<file path="config.mk">
export PLATFORM = sky130hd
export DESIGN_NAME = dele_ctrl
export DESIGN_NICKNAME = d
export VERILOG_FILES = /design/src/dele_mem.v /design/src/dele_ctrl.v
export VERILOG_INCLUDE_DIRS = /design/src /design/src/include
export SDC_FILE = /design/constraint.sdc
export NUM_CORES = 2
export LEC_CHECK = 0
export BUFFER_PORTS_ARGS = -buffer_cell sky130_fd_sc_hd__clkbuf_2
export CAP_MARGIN = 10
export CORE_MARGIN = 2
export CORE_UTILIZATION = 45
export CTS_CLUSTER_SIZE = 14
export DETAILED_ROUTE_END_ITERATION = 16
export MAX_ROUTING_LAYER = met4
export PLACE_DENSITY_LB_ADDON = 0.12
export REMOVE_ABC_BUFFERS = 1
export SLEW_MARGIN = 30
export SYNTH_ARGS = -nofsm -noshare
export SYNTH_HDL_FRONTEND = slang
export SYNTH_HIERARCHICAL = 1
export SYNTH_SLANG_ARGS = --single-unit
</file>
<file path="constraint.sdc">
create_clock -name CORE_CLK_I -period 7.8 [get_ports CORE_CLK_I]
set_input_delay 1.56 -clock CORE_CLK_I [delete_from_list [all_inputs] [get_ports CORE_CLK_I]]
set_output_delay 1.56 -clock CORE_CLK_I [all_outputs]
set_load 0.02 [all_outputs]
</file>
<file path="src/include/dele_defs.vh">
// Constants for the data EEPROM latch and programming controller
`ifndef DELE_DEFS_VH
`define DELE_DEFS_VH
// Register byte offsets
`define DELE_OFF_EECS 8'h30
`define DELE_OFF_FPC 8'h34
`define DELE_OFF_OPT 8'h38
`define DELE_OFF_STAT 8'h3C
`define DELE_OFF_ICC 8'h40
// eeprom_ctrl_status fields
`define DELE_EECS_PGM 0
`define DELE_EECS_LAT 1
// flash_program_control fields and reset
`define DELE_FPC_PGM 0
`define DELE_FPC_LAT 1
`define DELE_FPC_OPT 2
`define DELE_FPC_RST 3'h0
// Unlock keys, written in this order
`define DELE_KEY1 8'h56
`define DELE_KEY2 8'hAE
// Option register fields
`define DELE_OPT_ROP 0
`define DELE_OPT_WEP 1
// Status register fields
`define DELE_ST_BUSY 0
`define DELE_ST_WAIT 1
`define DELE_ST_HALT 2
`define DELE_ST_ERASE 3
`define DELE_ST_UNLK 4
// Pin control register fields
`define DELE_ICC_OUT 0
`define DELE_ICC_OE 1
// Erased cell value
`define DELE_ERASED 8'hFF
// Timing: self-timed programming cycle
`define DELE_CLK_KHZ 20000
`define DELE_PROG_TIME_US 5000
// Cycle count of 5000 us at 20000 kHz, sized for the 20-bit timer
`define DELE_PROG_CYC 20'h186A0
// AHB transfer type
`define DELE_HTRANS_NSEQ 2'h2
`endif

</file>
<file path="src/dele_mem.v">
// Byte array of the data EEPROM with one write port and a registered read
`timescale 1ns/1ps
`default_nettype none
module dele_mem #(
  parameter DW = 8,
  parameter AW = 8
) (
  input wire clk_i,
  input wire rst_n_i,
  input wire we_i,
  input wire [AW-1:0] waddr_i,
  input wire [DW-1:0] wdata_i,
  input wire [AW-1:0] raddr_i,
  output reg [DW-1:0] rdata_o
);
  reg [DW-1:0] mem_r [0:(1<<AW)-1];

  // Cells keep their content over reset, like the real array
  always @(posedge clk_i) begin
    if (we_i) begin
      mem_r[waddr_i] <= wdata_i;
    end
  end

  // Read data from a register
  always @(posedge clk_i or negedge rst_n_i) begin
    if (!rst_n_i) begin
      rdata_o <= {DW{1'b0}};
    end else begin
      rdata_o <= mem_r[raddr_i];
    end
  end
endmodule
`default_nettype wire

</file>
<file path="src/dele_ctrl.v">
// Data EEPROM access, latch programming, protection and unlock control
// Notes on behaviour
// Read mode: array byte served like ROM
// Instruction fetches from array are refused
// Software sets latch mode before any write
// Write mode: byte stored in latch by address
// Program start writes all held latches
// Row taken from last latched write address
// Cycle end clears both control bits together
// Latches clear at cycle end, latch-bit fall
// Latch contents never readable by CPU
// Read in write mode leaves bus undriven
// Write in read mode is discarded
// Wait entered when idle, after running cycle
// Active-halt behaves like wait
// Halt aborts everything at once
// Software must not interrupt running cycle
// Readout option blocks external read and rewrite
// Removing readout option erases memories first
// Write/erase option blocks flash writes forever; here a reset clears the option
// Flash control needs keys 56h then AEh
// Reset returns serial clock pin to pull-up input
// Programming tool alone drives reset
// Latch bit cleared only when program bit clear
// Reset clears latches and control bits
//
// Our own choices: register access over AHB-Lite and the placing of the registers.
`timescale 1ns/1ps
`default_nettype none
`include "dele_defs.vh"
module dele_ctrl #(
  parameter [19:0] PROG_CYCLES = `DELE_PROG_CYC,
  parameter LAT_AW = 5,
  parameter MEM_AW = 8
) (
  input wire CORE_CLK_I,
  input wire RST_N_I,
  input wire HSEL_I,
  input wire [31:0] HADDR_I,
  input wire [1:0] HTRANS_I,
  input wire HWRITE_I,
  input wire [2:0] HSIZE_I,
  input wire [31:0] HWDATA_I,
  input wire HREADY_I,
  output reg [31:0] HRDATA_O,
  output reg HREADYOUT_O,
  output reg HRESP_O,
  input wire MEM_SEL_I,
  input wire MEM_WR_I,
  input wire MEM_FETCH_I,
  input wire [MEM_AW-1:0] MEM_ADDR_I,
  input wire [7:0] MEM_WDATA_I,
  output wire [7:0] MEM_RDATA_O,
  output reg MEM_RDATA_OE_O,
  input wire EXT_ACCESS_I,
  input wire WFI_I,
  input wire ACTIVE_HALT_I,
  input wire HALT_I,
  output reg WAIT_ACK_O,
  output reg HALT_ACK_O,
  output reg [2:0] FLASH_CTRL_O,
  output reg FLASH_WR_BLOCK_O,
  output reg FLASH_RD_BLOCK_O,
  output reg FLASH_ERASE_O,
  output reg ICC_CLK_O,
  output reg ICC_CLK_OE_O,
  output reg ICC_CLK_PU_O
);
  localparam LATCH_N = 1 << LAT_AW;
  localparam ROW_W = MEM_AW - LAT_AW;
  localparam [19:0] PROG_LAST = PROG_CYCLES - 20'h00001;
  // One-hot states
  localparam [3:0] ST_IDLE = 4'h1;
  localparam [3:0] ST_TIME = 4'h2;
  localparam [3:0] ST_COMMIT = 4'h4;
  localparam [3:0] ST_ERASE = 4'h8;

  // Register hit on a word offset
  function hit;
    input [7:0] addr;
    input [7:0] off;
    begin
      hit = (addr[7:2] == off[7:2]);
    end
  endfunction

  reg [3:0] state_r;
  reg lat_r;
  reg pgm_r;
  reg [LATCH_N-1:0] valid_r;
  reg [7:0] latch_r [0:LATCH_N-1];
  reg [ROW_W-1:0] row_r;
  reg [19:0] tmr_r;
  reg [MEM_AW-1:0] idx_r;
  reg [2:0] fpc_r;
  reg [1:0] key_st_r;
  reg rop_r;
  reg wep_r;
  reg icc_out_r;
  reg icc_oe_r;
  reg wait_r;
  reg halt_r;
  reg dph_wr_r;
  reg [7:0] dph_addr_r;
  reg arr_we;
  reg [MEM_AW-1:0] arr_waddr;
  reg [7:0] arr_wdata;
  reg [31:0] rd_mux;

  wire ahb_req = HSEL_I && HREADY_I && (HTRANS_I == `DELE_HTRANS_NSEQ);
  wire [7:0] wd = HWDATA_I[7:0];
  wire wr_eecs = dph_wr_r && hit(dph_addr_r, `DELE_OFF_EECS);
  wire wr_fpc = dph_wr_r && hit(dph_addr_r, `DELE_OFF_FPC);
  wire wr_opt = dph_wr_r && hit(dph_addr_r, `DELE_OFF_OPT);
  wire wr_icc = dph_wr_r && hit(dph_addr_r, `DELE_OFF_ICC);
  wire unlocked = (key_st_r == 2'h2);
  // External tools lose all access while readout protection is on
  wire ext_block = rop_r && EXT_ACCESS_I;
  wire mem_rd = MEM_SEL_I && !MEM_WR_I;
  wire mem_wr = MEM_SEL_I && MEM_WR_I && lat_r && !ext_block && !HALT_I;
  wire [LAT_AW-1:0] lat_sel = MEM_ADDR_I[LAT_AW-1:0];
  wire stop_req = WFI_I || ACTIVE_HALT_I;
  wire cyc_end = state_r[2] && (idx_r[LAT_AW-1:0] == {LAT_AW{1'b1}});
  wire erase_end = state_r[3] && (idx_r == {MEM_AW{1'b1}});
  // Software start only from idle, not while stopping or in wait
  wire start = wr_eecs && wd[`DELE_EECS_PGM] && lat_r && !pgm_r && state_r[0] && !stop_req;
  // Software clear of the program bit kills the cycle; data not guaranteed
  wire sw_abort = wr_eecs && !wd[`DELE_EECS_PGM] && pgm_r;
  wire lat_fall = lat_r && (wr_eecs && !wd[`DELE_EECS_LAT] && !pgm_r);

  // AHB-Lite address phase capture; word transfers only
  always @(posedge CORE_CLK_I or negedge RST_N_I) begin
    if (!RST_N_I) begin
      dph_wr_r <= 1'b0;
      dph_addr_r <= 8'h00;
      HREADYOUT_O <= 1'b1;
      HRESP_O <= 1'b0;
    end else begin
      dph_wr_r <= ahb_req && HWRITE_I;
      if (ahb_req) begin
        dph_addr_r <= HADDR_I[7:0];
      end
      HREADYOUT_O <= 1'b1; // Never stretches a transfer
      HRESP_O <= 1'b0;
    end
  end

  // Read mux; unmapped offsets read zero, latches never appear here
  always @* begin
    rd_mux = 32'h00000000;
    if (hit(HADDR_I[7:0], `DELE_OFF_EECS)) begin
      rd_mux[`DELE_EECS_LAT] = lat_r;
      rd_mux[`DELE_EECS_PGM] = pgm_r;
    end else if (hit(HADDR_I[7:0], `DELE_OFF_FPC)) begin
      rd_mux[2:0] = fpc_r;
    end else if (hit(HADDR_I[7:0], `DELE_OFF_OPT)) begin
      rd_mux[`DELE_OPT_ROP] = rop_r;
      rd_mux[`DELE_OPT_WEP] = wep_r;
    end else if (hit(HADDR_I[7:0], `DELE_OFF_STAT)) begin
      rd_mux[`DELE_ST_BUSY] = !state_r[0];
      rd_mux[`DELE_ST_WAIT] = wait_r;
      rd_mux[`DELE_ST_HALT] = halt_r;
      rd_mux[`DELE_ST_ERASE] = state_r[3];
      rd_mux[`DELE_ST_UNLK] = unlocked;
    end else if (hit(HADDR_I[7:0], `DELE_OFF_ICC)) begin
      rd_mux[`DELE_ICC_OUT] = icc_out_r;
      rd_mux[`DELE_ICC_OE] = icc_oe_r;
    end
  end

  // Read data registered in the address phase, stands in the data phase
  always @(posedge CORE_CLK_I or negedge RST_N_I) begin
    if (!RST_N_I) begin
      HRDATA_O <= 32'h00000000;
    end else if (ahb_req && !HWRITE_I) begin
      HRDATA_O <= rd_mux;
    end
  end

  // Control bits and programming sequencer
  always @(posedge CORE_CLK_I or negedge RST_N_I) begin
    if (!RST_N_I) begin
      state_r <= ST_IDLE;
      lat_r <= 1'b0;
      pgm_r <= 1'b0;
      tmr_r <= 20'h00000;
      idx_r <= {MEM_AW{1'b0}};
    end else if (HALT_I) begin
      state_r <= ST_IDLE;
      pgm_r <= 1'b0;
      lat_r <= 1'b0;
      tmr_r <= 20'h00000;
      idx_r <= {MEM_AW{1'b0}};
    end else begin
      case (state_r)
        ST_IDLE: begin
          if (wr_eecs) begin
            // Setting latch mode alone enters write mode
            if (wd[`DELE_EECS_LAT]) begin
              lat_r <= 1'b1;
            end else if (!pgm_r) begin
              lat_r <= 1'b0;
            end
          end
          if (start) begin
            pgm_r <= 1'b1;
            tmr_r <= 20'h00000;
            state_r <= ST_TIME;
          end else if (wr_opt && rop_r && !wd[`DELE_OPT_ROP]) begin
            idx_r <= {MEM_AW{1'b0}};
            state_r <= ST_ERASE;
          end
        end
        ST_TIME: begin
          if (sw_abort) begin
            pgm_r <= 1'b0;
            lat_r <= 1'b0;
            state_r <= ST_IDLE;
          end else if (tmr_r == PROG_LAST) begin
            idx_r <= {MEM_AW{1'b0}};
            state_r <= ST_COMMIT;
          end else begin
            tmr_r <= tmr_r + 20'h00001;
          end
        end
        ST_COMMIT: begin
          if (cyc_end || sw_abort) begin
            pgm_r <= 1'b0;
            lat_r <= 1'b0;
            state_r <= ST_IDLE;
          end else begin
            idx_r <= idx_r + {{(MEM_AW-1){1'b0}}, 1'b1};
          end
        end
        ST_ERASE: begin
          if (erase_end) begin
            state_r <= ST_IDLE;
          end else begin
            idx_r <= idx_r + {{(MEM_AW-1){1'b0}}, 1'b1};
          end
        end
        default: begin
          state_r <= ST_IDLE;
        end
      endcase
    end
  end

  // Data latches; a repeat write ANDs into the held byte
  always @(posedge CORE_CLK_I or negedge RST_N_I) begin
    if (!RST_N_I) begin
      valid_r <= {LATCH_N{1'b0}};
      row_r <= {ROW_W{1'b0}};
    end else if (HALT_I || cyc_end || lat_fall || sw_abort) begin
      valid_r <= {LATCH_N{1'b0}};
    end else if (mem_wr) begin
      valid_r[lat_sel] <= 1'b1;
      row_r <= MEM_ADDR_I[MEM_AW-1:LAT_AW];
    end
  end

  // Latch byte store; invalid entries are overwritten, valid ones ANDed
  genvar gi;
  generate
    for (gi = 0; gi < LATCH_N; gi = gi + 1) begin : g_lat
      always @(posedge CORE_CLK_I or negedge RST_N_I) begin
        if (!RST_N_I) begin
          latch_r[gi] <= `DELE_ERASED;
        end else if (mem_wr && ({{(32-LAT_AW){1'b0}}, lat_sel} == gi)) begin
          latch_r[gi] <= valid_r[gi] ? (latch_r[gi] & MEM_WDATA_I) : MEM_WDATA_I;
        end
      end
    end
  endgenerate

  // Array write port: latch commit or full erase
  always @* begin
    arr_we = 1'b0;
    arr_waddr = idx_r;
    arr_wdata = `DELE_ERASED;
    if (state_r[2] && !HALT_I) begin
      arr_we = valid_r[idx_r[LAT_AW-1:0]];
      arr_waddr = {row_r, idx_r[LAT_AW-1:0]};
      arr_wdata = latch_r[idx_r[LAT_AW-1:0]];
    end else if (state_r[3] && !HALT_I) begin
      arr_we = 1'b1;
    end
  end

  dele_mem #(
    .DW(8),
    .AW(MEM_AW)
  ) u_mem (
    .clk_i(CORE_CLK_I),
    .rst_n_i(RST_N_I),
    .we_i(arr_we),
    .waddr_i(arr_waddr),
    .wdata_i(arr_wdata),
    .raddr_i(MEM_ADDR_I),
    .rdata_o(MEM_RDATA_O)
  );

  // Bus drive for array reads; data registered inside the array module
  always @(posedge CORE_CLK_I or negedge RST_N_I) begin
    if (!RST_N_I) begin
      MEM_RDATA_OE_O <= 1'b0;
    end else begin
      // Fetches are never served, so code cannot run from the array
      // Halt input used directly so the first halted cycle is already silent
      MEM_RDATA_OE_O <= mem_rd && !lat_r && !MEM_FETCH_I && !ext_block && !HALT_I;
    end
  end

  // Low-power handshakes
  always @(posedge CORE_CLK_I or negedge RST_N_I) begin
    if (!RST_N_I) begin
      wait_r <= 1'b0;
      halt_r <= 1'b0;
      WAIT_ACK_O <= 1'b0;
      HALT_ACK_O <= 1'b0;
    end else begin
      halt_r <= HALT_I;
      HALT_ACK_O <= HALT_I;
      // A running cycle holds off the wait state until it ends
      wait_r <= stop_req && state_r[0] && !start;
      WAIT_ACK_O <= stop_req && state_r[0] && !start;
    end
  end

  // Key sequence: 56h then AEh opens the flash control register
  always @(posedge CORE_CLK_I or negedge RST_N_I) begin
    if (!RST_N_I) begin
      key_st_r <= 2'h0;
      fpc_r <= `DELE_FPC_RST;
    end else if (wr_fpc) begin
      if (unlocked) begin
        fpc_r <= wd[2:0];
        // Program/erase refused once write protection is set, until the next reset
        if (wep_r) begin
          fpc_r[`DELE_FPC_PGM] <= 1'b0;
        end
      end else if (key_st_r == 2'h0) begin
        key_st_r <= (wd == `DELE_KEY1) ? 2'h1 : 2'h0;
      end else begin
        key_st_r <= (wd == `DELE_KEY2) ? 2'h2 : 2'h0;
      end
    end
  end

  // Protection options; write protection can only be set
  always @(posedge CORE_CLK_I or negedge RST_N_I) begin
    if (!RST_N_I) begin
      rop_r <= 1'b0;
      wep_r <= 1'b0;
    end else begin
      if (wr_opt && wd[`DELE_OPT_WEP]) begin
        wep_r <= 1'b1;
      end
      if (wr_opt && wd[`DELE_OPT_ROP]) begin
        rop_r <= 1'b1;
      end else if (erase_end) begin
        rop_r <= 1'b0;
      end
    end
  end

  // Flash-side outputs
  always @(posedge CORE_CLK_I or negedge RST_N_I) begin
    if (!RST_N_I) begin
      FLASH_CTRL_O <= `DELE_FPC_RST;
      FLASH_WR_BLOCK_O <= 1'b0;
      FLASH_RD_BLOCK_O <= 1'b0;
      FLASH_ERASE_O <= 1'b0;
    end else begin
      FLASH_CTRL_O <= fpc_r;
      FLASH_WR_BLOCK_O <= wep_r || ext_block;
      FLASH_RD_BLOCK_O <= ext_block;
      FLASH_ERASE_O <= state_r[3] && !erase_end;
    end
  end

  // Serial clock pin; any reset puts it back to pulled-up input
  always @(posedge CORE_CLK_I or negedge RST_N_I) begin
    if (!RST_N_I) begin
      icc_out_r <= 1'b0;
      icc_oe_r <= 1'b0;
      ICC_CLK_O <= 1'b0;
      ICC_CLK_OE_O <= 1'b0;
      ICC_CLK_PU_O <= 1'b1;
    end else begin
      if (wr_icc) begin
        icc_out_r <= wd[`DELE_ICC_OUT];
        icc_oe_r <= wd[`DELE_ICC_OE];
      end
      ICC_CLK_O <= icc_out_r;
      ICC_CLK_OE_O <= icc_oe_r;
      ICC_CLK_PU_O <= !icc_oe_r;
    end
  end
endmodule
`default_nettype wire

</file>
* Word-level counts from Yosys, hierarchy flattened
Memory sizes are Yosys's and may differ from the RTL's. A register that Yosys moved wholly into a read port is not among the register bits.
Index checks and enable logic that the tools add are counted.
** Operators by class
- Add/sub/neg operators :: 2
- Multipliers :: 0
- Div/mod/pow operators :: 0
- Magnitude comparators :: 4
- Eq/ne operators :: 66
- Shift operators :: 0
- Multiplexer cells :: 93
- Bitwise logic cells :: 36
- Reductions and logical operators :: 108
** Operators by type and width (number)
- $mux 8 :: 43
- $and 8x8->8 :: 32
- $eq 5x5->1 const B :: 17
- $mux 20 :: 4
- $logic_and 1x1->1 :: 72
- $mux 32 :: 2
- $eq 6x4->1 const B :: 7
- $bmux 8 s5 :: 1
- $eq 5x4->1 const B :: 8
- $pmux 20 s2 :: 1
- $ne 3x3->1 const B :: 12
- $or 32x32->32 :: 1
- $pmux 8 s4 :: 1
- $mux 4 :: 7
- $add 20x1->20 const B :: 1
- $eq 20x17->1 const B :: 1
- $eq 5x3->1 const B :: 4
- $mux 1 :: 18
- $eq 8x8->1 const B :: 2
- $pmux 4 s4 :: 1
- $logic_not 1->1 :: 15
- $mux 2 :: 7
- $eq 6x5->1 const B :: 2
- $lt 5x6->1 const B :: 2
- 29 further kinds :: 48
** Word-level totals
- Register bits after elaboration :: 360
- Bits in latches :: 0
- Bits in writable memories :: 2048
- ROM bits :: 0
- Output and inout bits :: 54
- Word-level logic and storage cells :: 368
- Memories :: 1
** Memories
- u_mem.mem_r :: depth 256, bits a word 8, read ports 1, clocked after memory_dff 1, wr ports 1, RTL line dele_mem.v:16 : reg [DW-1:0] mem_r [0:(1<<AW)-1];

* Longest topological paths before layout
- Depth after elaboration :: 10
- Depth in mapped cells :: 12

* Modules after synthesis
The synthesis kept the hierarchy.
** By module, submodules not included
- dele_mem :: times used 1, cells each 3795, area each 80038.0 sq um, seq. area each 61699.2 sq um
- dele_ctrl :: times used 1, cells each 1263, area each 16861.2 sq um, seq. area each 9281.4 sq um

* Worst setup path after synthesis
OpenSTA, ideal clock, no wires.
- Path type :: in2reg
- Start :: in HALT_I
- End :: mem u_mem.mem_r[0][6], data pin
- Arrival :: 5.364 ns
- Slack :: 1.584 ns
- Stages :: 5
- Cells stage by stage :: buf_2 nor2b_1 nand2b_1 buf_1 o22a_1
** On the way
- Cells in the longest elaborated chain, start to end :: 3
** RTL lines
- from (decl) :: RTL line dele_ctrl.v:58 : input wire HALT_I,
- $logic_not 1->1 :: RTL line dele_ctrl.v:281 : if (state_r[2] && !HALT_I) begin
- $logic_and 1x1->1 :: RTL line dele_ctrl.v:281
- $mux 8 :: RTL line dele_ctrl.v:281
- net arr_wdata[6] :: RTL line dele_ctrl.v:107 : reg [7:0] arr_wdata;
- to (decl) :: RTL line dele_mem.v:16
The timed path passes the listed nets, and every way through them passes these cells.

* Final worst setup path
- Start :: reg idx_r[0]
- End :: mem u_mem.mem_r[78][3], enable pin
** On the way
- Cells in the longest elaborated chain, start to end :: 5
** RTL lines
- from (decl) :: RTL line dele_ctrl.v:94 : reg [MEM_AW-1:0] idx_r;
- from (signal assigned) :: RTL line dele_ctrl.v:187 : idx_r <= {MEM_AW{1'b0}};
- from (signal assigned) :: RTL line dele_ctrl.v:193 : idx_r <= {MEM_AW{1'b0}};
- from (signal assigned) :: RTL line dele_ctrl.v:210 : idx_r <= {MEM_AW{1'b0}};
- $bmux 1 s5 :: RTL line dele_ctrl.v:282 : arr_we = valid_r[idx_r[LAT_AW-1:0]];
- $mux 1 (implied by the code) :: RTL line dele_ctrl.v:282
- $mux 1 :: RTL line dele_ctrl.v:281
- net arr_we :: RTL line dele_ctrl.v:105 : reg arr_we;
- $mux 1 :: RTL line dele_mem.v:20 : if (we_i) begin
- $mux 1 (implied by the code) :: RTL line dele_mem.v:21 : mem_r[waddr_i] <= wdata_i;
The timed path passes the listed nets, and every way through them passes these cells. The select of a mux whose other input is x is not followed.

==> run metrics <==
via/cell ratio 6.12; post-place instance area 100000 um^2; post-route design area 109000 um^2; minimum clock period after layout 5.20 ns; part of the cycle the worst path needs 0.666; layout cells sized above 1 0.269; post-synthesis cell count 5058; netlist area before placement 96900 um^2; mean instance size in the synthesized netlist 19.2 um^2; final net count 5281; Worst Hold Launch fpc_r[1]; stage delay of the slowest cell on the critical path 0.88 ns; worst-case register-to-register setup slack 2.60 ns; series of cell instances along the critical path buf_4 -> mux4_2 -> mux2_2 -> nor3_1 -> a2111oi_2 -> buf_4 -> nand4_1 -> buf_4 -> nor2_1; Max-Cap Viols 0; number of antenna violations at the first check in global routing 10; buffer count from post-CTS setup fixing 0; All-Layer GR Usage 0.236; FFs w/ async S/R, synth 0.152; family with the most delay on the worst path buffers and inverters; number of buffers inserted for hold repair after clock tree synthesis 0; sink of the worst hold path FLASH_CTRL_O[1]; transition time at the pin with the least slew margin 1.08 ns; Worst EP arrival 5.72 ns; beginning of the worst register-to-register path idx_r[0]; number of rows created at floorplan 170; slowest stage cell, crit path sky130_fd_sc_hd__dfrtp_4; Chip Width 468 um; Worst Path Required 8.32 ns; Main synth FF type sky130_fd_sc_hd__edfxtp_1; result of the run completed; Clock Path Buffers 4; largest cells by area after synthesis sky130_fd_sc_hd__edfxtp_1 (63%), sky130_fd_sc_hd__mux4_2 (12%), sky130_fd_sc_hd__dfstp_2 (7.0%); die area 219000 um^2; final number of max-transition violations 0; highest fanout seen on the critical path 37; number of remaining DRC errors 0; Worst setup SP type flop; number of global-route vias before repair 50900; final core area utilization 0.506; Synth top area share 0.635; R2R depth 9; WP buf/inv 3; count of routing violations after the opening detailed-route iteration 5446; estimated wirelength of the detail-placed design 148 mm; H-tree levels 5; hold violation total from the final report 0; most prevalent standard cell on the critical path sky130_fd_sc_hd__buf_4; skew final 0.0530 ns; GP Congestion 0.819; most area-hungry cell type in the Yosys netlist sky130_fd_sc_hd__edfxtp_1; FF+latch count, synth 2414; Synth Warn # 6; synthesis-to-finish area growth 12.0%; Die Ht 468 um; Filler cells 17300; top achievable clock speed 0.192 GHz; clock net sink count 2414; global-route wire length before repair 364 mm; unrepaired setup endpoints after global routing no; footprint of the multi-input gates 24000 um^2; Core Box Area 214000 um^2; Yosys cell types 90; worst reg2reg path endpoint u_mem/mem_r[78][3]; global route overflow 0; cell at the root of the clock tree sky130_fd_sc_hd__clkbuf_16; leakage power 36.7 nW; hold depth 0; Clk Latency, worst-skew pair 0.92 ns; CTS tree done; total number of vias 50300; worst supply voltage drop on vdd 0.226 mV; total of cells resized after clock tree synthesis 0; number of enable-type register cells in the synthesized netlist 2048; length of the first detailed-routing pass in iterations 5; starting density of the core 0.452; largest net degree at the start of global routing 221; antenna-violating nets left 0; IO Count 151; worst slew slack as a fraction of its limit 0.273; total CTS buffers 277; Power Density 252 nW/um^2; share of synthesized area occupied by flip-flops and latches 0.733; Sequential Area 71000 um^2; setup-violating endpoint count in the final report 0; detailed-route wire length 251 mm; buffers added on ports 68; Min-Delay Path Class reg -> reg; clock-pin slew reported for the worst setup and hold paths after clock tree synthesis 0.06 ns; endpoint class of the critical path flop; mean routed wirelength per cell 30.5 um; critical path class reg -> reg
cell usage after synthesis (all sizes together), types with 38 or more instances:
| cell | instances |
|---|---|
| nor2b | 38 |
| nand2 | 122 |
| dfrtp | 108 |
| nor3 | 54 |
| a21oi | 89 |
| o221ai | 38 |
| nand3 | 85 |
| o21ai | 39 |
| a22oi | 95 |
| mux2i | 164 |
| o22a | 264 |
| a31oi | 70 |
| mux4 | 536 |
| o22ai | 38 |
| clkbuf | 174 |
| edfxtp | 2048 |
| dfstp | 258 |
| buf | 187 |
| nor2 | 332 |
how the worst max path moves through the flow:
stage | endpoint | cells past startpoint | slack (ns) | start
floorplan | u_mem/mem_r[165][0] | 6 | -0.38 | idx_r[0]
global placement | u_mem/mem_r[74][5] | 8 | 2.26 | idx_r[0]
detailed placement | u_mem/mem_r[166][7] | 8 | 2.47 | HALT_I
CTS | u_mem/mem_r[78][3] | 9 | 2.48 | idx_r[0]
global route | u_mem/mem_r[78][4] | 9 | 2.26 | idx_r[0]
finish | u_mem/mem_r[78][3] | 9 | 2.60 | idx_r[0]
worst register-to-register path, cell delays in order, from the launching register on:
cell	delay [ns]
sky130_fd_sc_hd__dfrtp_4	0.88
sky130_fd_sc_hd__buf_4	0.71
sky130_fd_sc_hd__mux4_2	0.35
sky130_fd_sc_hd__mux2_2	0.16
sky130_fd_sc_hd__nor3_1	0.06
sky130_fd_sc_hd__a2111oi_2	0.52
sky130_fd_sc_hd__buf_4	0.38
sky130_fd_sc_hd__nand4_1	0.52
sky130_fd_sc_hd__buf_4	0.47
sky130_fd_sc_hd__nor2_1	0.76
flip-flops by register name, summed over array words and instances, names as in the netlist, 2 cells and up:
name / flops
u_mem/mem_r: 2048
tmr_r: 20
FLASH_CTRL_O: 3
fpc_r: 3
row_r: 3
state_r: 4
u_mem/rdata_o: 8
HRDATA_O: 5
idx_r: 8
dph_addr_r: 6
key_st_r: 2
valid_r: 32
latch_r: 256
metal layers:
metal | vias to the layer above | share of wire | track usage | wire length [um]
met5 | - | 0 | - | 0
met4 | 0 | 0.021 | 0.0538 | 5240
met3 | 323 | 0.065 | 0.0397 | 16200
met2 | 1707 | 0.48 | 0.364 | 120000
met1 | 27100 | 0.43 | 0.331 | 109000
li1 | 21100 | - | - | -
cell type report:
| type | instances | area share |
|---|---|---|
| Sequential cell | 2414 | 0.654 |
| Multi-Input combinational cell | 2297 | 0.221 |
| Clock buffer | 367 | 0.0694 |
| Tap cell | 2838 | 0.0327 |
| Timing Repair Buffer | 178 | 0.0140 |
| Clock inverter | 102 | 0.00795 |
| Inverter | 13 | 0.000450 |
| Antenna cell | 2 | 0.0000461 |
kinds of logic after synthesis:
group | count (synthesis) | synth area share
compound gates | 757 | 0.0599
simple gates | 774 | 0.0384
fa+ha+maj | 3 | 0.000387
other cells | 2 | 0.0000775
mux | 733 | 0.145
buf+inv | 374 | 0.0232
flops | 2414 | 0.733
xor+xnor | 1 | 0.0000904
placed cells by master, fill, tap and decap left out, types with 21 or more instances in the layout:
cell	instances
sky130_fd_sc_hd__o221ai_1	36
sky130_fd_sc_hd__nand2_1	122
sky130_fd_sc_hd__o22ai_1	38
sky130_fd_sc_hd__a21oi_1	89
sky130_fd_sc_hd__dfrtp_1	105
sky130_fd_sc_hd__a22o_1	24
sky130_fd_sc_hd__edfxtp_1	2048
sky130_fd_sc_hd__a221oi_1	21
sky130_fd_sc_hd__clkinv_1	44
sky130_fd_sc_hd__nor2_1	315
sky130_fd_sc_hd__clkbuf_16	284
sky130_fd_sc_hd__nor2b_1	32
sky130_fd_sc_hd__o22a_1	256
sky130_fd_sc_hd__mux2i_1	164
sky130_fd_sc_hd__clkinv_2	35
sky130_fd_sc_hd__a22oi_1	95
sky130_fd_sc_hd__mux4_2	535
sky130_fd_sc_hd__nand4_1	29
sky130_fd_sc_hd__a31oi_1	69
sky130_fd_sc_hd__mux2_2	32
sky130_fd_sc_hd__clkbuf_1	72
sky130_fd_sc_hd__dfstp_2	258
sky130_fd_sc_hd__buf_4	88
sky130_fd_sc_hd__nand3_1	76
sky130_fd_sc_hd__conb_1	29
sky130_fd_sc_hd__clkbuf_2	62
sky130_fd_sc_hd__nor3_1	53
stage by stage:
step | total power, mW | hold slack, ns | TNS (ns) | setup slack [ns] | instances
floorplan | 14.8 | 0.365 | -611.50 | -0.375 | 4724
global placement | 15.4 | 0.407 | 0 | 2.26 | 7736
detailed placement | 15.4 | 0.410 | 0 | 2.47 | 7736
CTS | 27.6 | 0.421 | 0 | 2.48 | 8205
global route | 28.2 | 0.435 | 0 | 2.26 | 8211
finish | 27.3 | 0.420 | 0 | 2.60 | 8211
report_power, final:
group | leakage (nW) | total [mW] | internal [mW] | switching (mW)
Combinational | 8.16 | 1.07 | 0.423 | 0.643
Sequential | 24.5 | 14.1 | 14.0 | 0.0693
Clock | 4.10 | 12.2 | 7.24 | 4.98
Total | 36.7 | 27.3 | 21.6 | 5.69
Power figures use the tool's default switching activity.
